$ cat src/design/ahl_pkg.sv
/*
  Package for the alarm history logger: widths, depths, timing counts,
  the empty-entry code and the packed carriers shared by the design files.
  Assumes a 125 MHz clock and synchronous inputs.
*/
`default_nettype none
package ahl_pkg;
  // clock and time base
  localparam int unsigned CLK_HZ         = 125_000_000;
  localparam int unsigned TICK_MS        = 100;
  localparam int unsigned TICK_CYCLES    = CLK_HZ / 1000 * TICK_MS;
  localparam int unsigned TICK_CNT_W     = 24;
  // about 13 years at 100 ms per step needs 32 bits (2^32 * 0.1 s = 13.6 years)
  localparam int unsigned TIME_W         = 32;
  localparam int unsigned HOUR_S         = 3600;
  localparam logic [TIME_W-1:0] HOUR_TICKS = TIME_W'(HOUR_S * 1000 / TICK_MS);
  // history geometry
  localparam int unsigned DEPTH          = 10;
  localparam int unsigned IDX_W          = 4;
  localparam logic [IDX_W-1:0] IDX_LAST  = 4'h9;
  localparam logic [IDX_W-1:0] IDX_FIRST = 4'h0;
  localparam int unsigned CODE_W         = 12;
  // code shown for an unused slot
  localparam logic [CODE_W-1:0] EMPTY_CODE = 12'hfff;
  // operator interfaces
  localparam int unsigned PORTS          = 2;

  typedef struct packed {
    logic [CODE_W-1:0] code;
    logic [TIME_W-1:0] stamp;
  } ahl_entry_t;

  typedef struct packed {
    logic valid;
    logic [CODE_W-1:0] code;
    logic [TIME_W-1:0] stamp;
  } ahl_view_t;

  typedef enum logic [2:0] {
    ST_IDLE  = 3'b001,
    ST_SHOW  = 3'b010,
    ST_CLEAR = 3'b100
  } ahl_state_t;
endpackage : ahl_pkg
`default_nettype wire

$ cat src/design/ahl_logger.sv
/*
  Alarm history logger top: ten newest alarms with time stamps, repeat
  suppression, indexed browsing, clear command, single-owner arbitration.
  Assumes alarm strobes and operator commands are synchronous pulses; RST_IN
  is power-on reset only, alarm reset and main power loss do not reach it.
*/
// Function
// - keep the ten newest alarms, each with its code and time stamp
// - operating time counts one per 100 ms while both supplies on
// - a recorded alarm takes the current operating time as stamp
// - operating time counter does not overflow within about 13 years
// - same code stored again only if every stored entry of that code is more than one hour old
// - index 0 newest, 9 oldest, step up or down
// - empty slot reads as a distinct empty indication
// - alarm reset and main power removal leave the history unchanged
// - history empties only on the clear-history command; RST_IN also empties it
// - second interface running a function is refused with busy indication
`default_nettype none
module ahl_logger
  import ahl_pkg::*;
(
  // clock, reset, enable
  input  wire logic              CLK_IN,
  input  wire logic              RST_IN,
  input  wire logic              CE_IN,
  // supplies and alarm events
  input  wire logic              CTRL_PWR_IN,
  input  wire logic              MAIN_PWR_IN,
  input  wire logic              ALARM_RESET_IN,
  input  wire logic              ALARM_VALID_IN,
  input  wire logic [CODE_W-1:0] ALARM_CODE_IN,
  // operator interfaces, one bit per interface
  input  wire logic [PORTS-1:0]  SHOW_START_IN,
  input  wire logic [PORTS-1:0]  CLEAR_START_IN,
  input  wire logic [PORTS-1:0]  EXIT_IN,
  input  wire logic [PORTS-1:0]  STEP_UP_IN,
  input  wire logic [PORTS-1:0]  STEP_DOWN_IN,
  // viewing outputs
  output logic [PORTS-1:0]       BUSY_ELSEWHERE_OUT,
  output logic [PORTS-1:0]       OWNER_OUT,
  output logic [IDX_W-1:0]       INDEX_OUT,
  output ahl_view_t              VIEW_OUT,
  output logic                   CLEAR_DONE_OUT,
  output logic [TIME_W-1:0]      OPTIME_OUT
);
  ahl_entry_t            hist [DEPTH];
  ahl_entry_t            next_hist [DEPTH];
  logic [DEPTH-1:0]      used;
  logic [DEPTH-1:0]      next_used;
  ahl_state_t            state;
  ahl_state_t            next_state;
  logic                  owner;
  logic                  next_owner;
  logic [IDX_W-1:0]      index;
  logic [IDX_W-1:0]      next_index;
  logic [PORTS-1:0]      refuse;
  logic [PORTS-1:0]      next_refuse;
  logic                  clr_done;
  logic                  next_clr_done;
  ahl_view_t             view;
  ahl_view_t             next_view;
  logic [TIME_W-1:0]     optime;
  logic                  accept;
  logic                  clear_now;

  // supply gating: main power loss only pauses time, never touches history
  ahl_optime u_optime (
    .clk    (CLK_IN),
    .rst    (RST_IN),
    .ce     (CE_IN),
    .run    (CTRL_PWR_IN & MAIN_PWR_IN),
    .optime (optime)
  );

  // true when code repeats a stored one whose stamp is within the hour
  function automatic logic recent_repeat(input ahl_entry_t e, input logic v,
                                         input logic [CODE_W-1:0] c,
                                         input logic [TIME_W-1:0] now);
    recent_repeat = v && (e.code == c) && ((now - e.stamp) <= HOUR_TICKS);
  endfunction : recent_repeat

  // repeat check against every stored entry of the same code
  always_comb begin
    accept = ALARM_VALID_IN;
    for (int i = 0; i < DEPTH; i++) begin
      if (recent_repeat(hist[i], used[i], ALARM_CODE_IN, optime)) begin
        accept = 1'b0;
      end
    end
  end

  // session arbiter: one interface owns a function at a time
  always_comb begin
    next_state    = state;
    next_owner    = owner;
    next_index    = index;
    next_refuse   = '0;
    next_clr_done = 1'b0;
    clear_now     = 1'b0;
    unique case (state)
      ST_IDLE: begin
        if (SHOW_START_IN[0] || CLEAR_START_IN[0]) begin
          next_owner  = 1'b0;
          next_state  = CLEAR_START_IN[0] ? ST_CLEAR : ST_SHOW;
          next_refuse = {SHOW_START_IN[1] | CLEAR_START_IN[1], 1'b0};
        end else if (SHOW_START_IN[1] || CLEAR_START_IN[1]) begin
          next_owner = 1'b1;
          next_state = CLEAR_START_IN[1] ? ST_CLEAR : ST_SHOW;
        end
        next_index = IDX_FIRST;
      end
      ST_SHOW: begin
        // other interface is refused while this session runs
        next_refuse[~owner] = SHOW_START_IN[~owner] | CLEAR_START_IN[~owner];
        if (EXIT_IN[owner]) begin
          next_state = ST_IDLE;
        end else if (STEP_UP_IN[owner] && index != IDX_LAST) begin
          next_index = index + 4'h1;
        end else if (STEP_DOWN_IN[owner] && index != IDX_FIRST) begin
          next_index = index - 4'h1;
        end
      end
      ST_CLEAR: begin
        next_refuse[~owner] = SHOW_START_IN[~owner] | CLEAR_START_IN[~owner];
        clear_now     = 1'b1;
        next_clr_done = 1'b1;
        next_state    = ST_IDLE;
      end
      default: begin
        next_state = ST_IDLE;
      end
    endcase
  end

  // history shift register; alarm reset is not an input of this logic
  always_comb begin
    next_hist = hist;
    next_used = used;
    if (clear_now) begin
      next_used = '0;
    end else if (accept) begin
      // oldest falls off the end, newest lands in slot 0
      for (int i = DEPTH - 1; i > 0; i--) begin
        next_hist[i] = hist[i-1];
      end
      next_used         = {used[DEPTH-2:0], 1'b1};
      next_hist[0].code  = ALARM_CODE_IN;
      next_hist[0].stamp = optime;
    end
  end

  // registered view of the selected slot, updated on the same edge as the index
  always_comb begin
    next_view.valid = used[next_index];
    next_view.code  = used[next_index] ? hist[next_index].code : EMPTY_CODE;
    next_view.stamp = used[next_index] ? hist[next_index].stamp : '0;
  end

  always_ff @(posedge CLK_IN or posedge RST_IN) begin
    if (RST_IN) begin
      state    <= ST_IDLE;
      owner    <= 1'b0;
      index    <= '0;
      refuse   <= '0;
      clr_done <= 1'b0;
      view     <= '{valid: 1'b0, code: EMPTY_CODE, stamp: '0};
    end else if (CE_IN) begin
      state    <= next_state;
      owner    <= next_owner;
      index    <= next_index;
      refuse   <= next_refuse;
      clr_done <= next_clr_done;
      view     <= next_view;
    end
  end

  // history storage; RST_IN models a first power-up, not an alarm reset
  always_ff @(posedge CLK_IN or posedge RST_IN) begin
    if (RST_IN) begin
      used <= '0;
      for (int i = 0; i < DEPTH; i++) begin
        hist[i] <= '0;
      end
    end else if (CE_IN) begin
      used <= next_used;
      hist <= next_hist;
    end
  end

  // outputs
  assign BUSY_ELSEWHERE_OUT = refuse;
  assign OWNER_OUT          = (state == ST_IDLE) ? 2'h0 : (owner ? 2'h2 : 2'h1);
  assign INDEX_OUT          = index;
  assign VIEW_OUT           = view;
  assign CLEAR_DONE_OUT     = clr_done;
  assign OPTIME_OUT         = optime;
endmodule : ahl_logger
`default_nettype wire

$ cat src/design/ahl_optime.sv
/*
  Operating-time counter: counts 100 ms steps while both supplies are on.
  Assumes supply flags are synchronous to CLK_IN.
*/
`default_nettype none
module ahl_optime
  import ahl_pkg::*;
(
  // clock and reset
  input  wire logic              clk,
  input  wire logic              rst,
  input  wire logic              ce,
  // supplies
  input  wire logic              run,
  // time
  output logic [TIME_W-1:0]      optime
);
  logic [TICK_CNT_W-1:0] div;
  logic [TICK_CNT_W-1:0] next_div;
  logic [TIME_W-1:0]     next_optime;

  // prescaler and step counter; no overflow within 13 years
  always_comb begin
    next_div    = div;
    next_optime = optime;
    if (run) begin
      if (div == TICK_CNT_W'(TICK_CYCLES - 1)) begin
        next_div    = '0;
        next_optime = optime + 32'h1;
      end else begin
        next_div = div + 24'h1;
      end
    end
  end

  always_ff @(posedge clk or posedge rst) begin
    if (rst) begin
      div    <= '0;
      optime <= '0;
    end else if (ce) begin
      div    <= next_div;
      optime <= next_optime;
    end
  end
endmodule : ahl_optime
`default_nettype wire

$ cat config.mk
export PLATFORM = sky130hd
export DESIGN_NAME = ahl_logger
export DESIGN_NICKNAME = d
export VERILOG_FILES = /design/src/design/ahl_pkg.sv /design/src/design/ahl_logger.sv /design/src/design/ahl_optime.sv
export SDC_FILE = /design/constraint.sdc
export NUM_CORES = 2
export LEC_CHECK = 0
export BUFFER_PORTS_ARGS = -buffer_cell sky130_fd_sc_hd__buf_2
export CORE_UTILIZATION = 55
export DETAILED_ROUTE_END_ITERATION = 10
export PLACE_DENSITY = 0.73
export SKIP_CTS_REPAIR_TIMING = 1
export SYNTH_ARGS = -nofsm -noshare
export SYNTH_HDL_FRONTEND = slang
export SYNTH_HIERARCHICAL = 1
export SYNTH_SLANG_ARGS = --single-unit
$ cat constraint.sdc
create_clock -name CLK_IN -period 17.53 [get_ports CLK_IN]
set_clock_uncertainty 0.15 [all_clocks]
set_input_delay 2.6295 -clock CLK_IN [delete_from_list [all_inputs] [get_ports CLK_IN]]
set_output_delay 2.6295 -clock CLK_IN [all_outputs]
set_load 0.02 [all_outputs]
==> impl_metrics.toml <==
[timing]
setup_viol = 0
slew_headroom_pct = -1.398
finalSetupTns_ns = 0
final-hold-violation-count = 0
rsz0062_at_grt = "false"
slew_viol_final = 2
max_freq_mhz = 120.5
setup_slack_ns = 9.232
worst_pin_slew_ns = 1.507
period_share_pct = 47.34
fin_crit_ns = 8.298

[power_and_ir_drop]
p_per_area_nw_per_um2 = 130.3
power_frac_comb_pct = 47.8
p_clk_share_pct = 23.4
p_int_uw = 3732
power_switching_uw = 2739
leakage_uw = 0.02322
swShare_pct = 42.32
peakVddDrop_mv = 0.1278
power.total_uw = 6471
p_seq_share_pct = 28.9

[layout]
fin_util_pct = 60.07
final_cell_area_um2 = 49640
drive_gt1_share_pct = 11.51
area_growth_pct = 7.384
final_nets = 5452
insertedDiodeCount = 0
fillers = 7210

[place]
preCtsSetupSlack_ns = 9.109
gp_congestion = 0.9721
dpl_cell_area_um2 = 47280
port-buffer-count = 113
post-dp-hpwl_um = 115600

[synthesis]
synth.area.top_cells = "dfrtp_1 30%, ha_1 8.5%, mux2i_1 6.7%, mux2_4 4.3%, a21oi_1 3.9%"
syn_area_per_cell_um2 = 9.047
synthArstFlopShare_pct = 100.0
ys_ff_latch = 562
ys_warn_count = 6
yosysTopAreaCellShare_pct = 29.72
ys.flop_type = "dfrtp_1"
synthTopCellsByCount = "549 x dfrtp_1, 432 x nand2_1, 427 x inv_1, 357 x a21oi_1, 315 x ha_1"
synth_edf_count = 0
synth.most_common_cell = "dfrtp_1"
netlist_area_um2 = 46230
syn_inst = 5110
synth_fp_nets = 5454
synth_cell_types = 108
seq_area_frac_synth_pct = 30.46
yosysTopAreaCell = "dfrtp_1"

[die]
core_area_um2 = 82640
dieHeight_um = 291.9
io_pins = 115
fp.dieW_um = 291.9
start_util_pct = 55.94
dieArea_um2 = 85210
rows = 105

[clock_tree]
htree_levels = 2
tritoncts = "yes"
cts_root_buf = "clkbuf_16"
clockBufferDepth = 3
clk_latency_ns = 0.66
clock-sinks = 562
cts_buffers = 61
clkTransAtPathRegs_ns = 0.06

[hold_path]
hp-start = "u_optime/optime[18]$_DFFE_PP0P_"
hp-class = "reg -> reg"

[run]
cap_viol_max_count = 1

[routing]
postRouteAntennaNets = 0
first_iter_violations = 3626
drc_errors = 0
num_vias = 40440
wl_um = 151700
drt_first_pass_iters = 6
wl_per_cell_um = 24.34
via_per_inst = 6.490

[critical_path]
arrival_ns = 8.68
critPathLaunch = "ALARM_CODE_IN[9]"
critPathMaxFanout = 134
endpoint_kind = "flop"
crit_type = "in -> reg"
reg2reg_from = "u_optime/optime[4]$_DFFE_PP0P_"
crit_required_ns = 17.91
critPathLaunchType = "input pin"

[run_status]
status = "complete, but fails checks"
violations = "capacitance limit, slew limit"

[global_route]
grt_usage_pct = 35.06
grt_pass1_vias = 39010
overflow = 0
antenna_found_initial = 4
grt_start_max_net_pins = 152
grt_pass1_wl_um = 231200
==> layer usage <==
layer	global-route usage (%)	vias up	routed length, µm
met5	0	-	12
met4	12.40	2	5589
met3	6.165	249	12660
met2	54.27	1519	67440
met1	49.18	20000	65960
li1	-	18660	-
==> critical path: stages <==
cell	delay [ns]
buf_2	0.32
xor2_1	0.12
nor4_1	1.25
nand4_1	0.45
a2111oi_0	0.93
nor4b_1	0.33
nand4_1	0.17
nor4_1	0.18
and4_1	0.36
a211o_1	0.22
nor4_4	0.08
buf_12	0.27
buf_4	0.65
mux2_4	0.40
==> power groups by stage <==
stage	logic, µW	clock network, µW	registers [µW]
2_1_floorplan	2230	0	1800
3_3_place_gp	2980	0	1860
3_5_place_dp	3010	0	1870
4_1_cts	3030	1520	1850
5_1_grt	3320	1570	1900
6_report	3090	1510	1870
==> logic make-up (layout without fill, tap and decap cells) <==
group / after synthesis / in the layout / share of synthesized area, %
flops: 562 / 562 / 30.46
simple gates: 1307 / 1307 / 13.84
fa+ha+maj: 315 / 315 / 8.526
xor+xnor: 359 / 359 / 6.802
mux: 534 / 534 / 14.33
compound gates: 1369 / 1369 / 19.47
buf+inv: 664 / 714 / 6.574
==> flip-flops by register name (all words and copies together), names as in the netlist, 2 cells and up <==
name and cells:
INDEX_OUT 4, u_optime/optime 32, VIEW_OUT 45, BUSY_ELSEWHERE_OUT 2, used 10, hist 440, state 3, u_optime/div 24
==> cell usage in the layout, fill, tap and decap left out, types with 48 or more instances in the layout <==
master / Yosys / routed
o211ai_1: 71 / 71
a21oi_1: 357 / 356
o22ai_1: 84 / 84
inv_1: 427 / 425
nor3_1: 69 / 69
clkbuf_16: 0 / 61
nand3_1: 140 / 140
o21ai_0: 255 / 254
dfrtp_1: 549 / 549
nand2_1: 432 / 432
xor2_1: 179 / 179
xnor2_1: 180 / 180
nor4_1: 53 / 53
mux2i_1: 308 / 308
nand4_1: 92 / 92
buf_2: 46 / 113
buf_4: 6 / 55
nor2_1: 270 / 268
ha_1: 315 / 315
a21o_1: 80 / 80
a31oi_1: 53 / 53
mux2_4: 131 / 131
mux2_2: 49 / 48
a211oi_1: 49 / 49
==> per-stage QoR <==
step | hold slack (ns) | instances
2_1_floorplan | 0.3135 | 5110
3_3_place_gp | 0.3080 | 6115
3_5_place_dp | 0.3138 | 6115
4_1_cts | 0.3240 | 6230
5_1_grt | 0.3419 | 6230
6_report | 0.3235 | 6230
==> path summary, 6_finish.rpt <==
kind | cells past startpoint | to | slack (ns)
setup / recovery | 14 | hist[264]$_DFFE_PP0P_ | 9.23
hold / removal | 1 | u_optime/optime[18]$_DFFE_PP0P_ | 0.32
setup reg to reg | 15 | hist[44]$_DFFE_PP0P_ | 10.47
hold reg to reg | 1 | u_optime/optime[18]$_DFFE_PP0P_ | 0.32
max in group asynchronous | 4 | hist[382]$_DFFE_PP0P_ | 13.09
min in group asynchronous | 2 | hist[353]$_DFFE_PP0P_ | 1.91
==> final cells by class <==
type	instances	area (µm²)	share of cell area [%]
clock inverters	34	629.4	1.268
inverters	427	1610	3.244
well taps	1070	1339	2.697
repair buffers	172	1059	2.132
multi-input cells	3884	29190	58.81
clock buffers	81	1732	3.488
flip-flops and latches	562	14080	28.36
No activity file was read; power rests on OpenSTA's default activity.
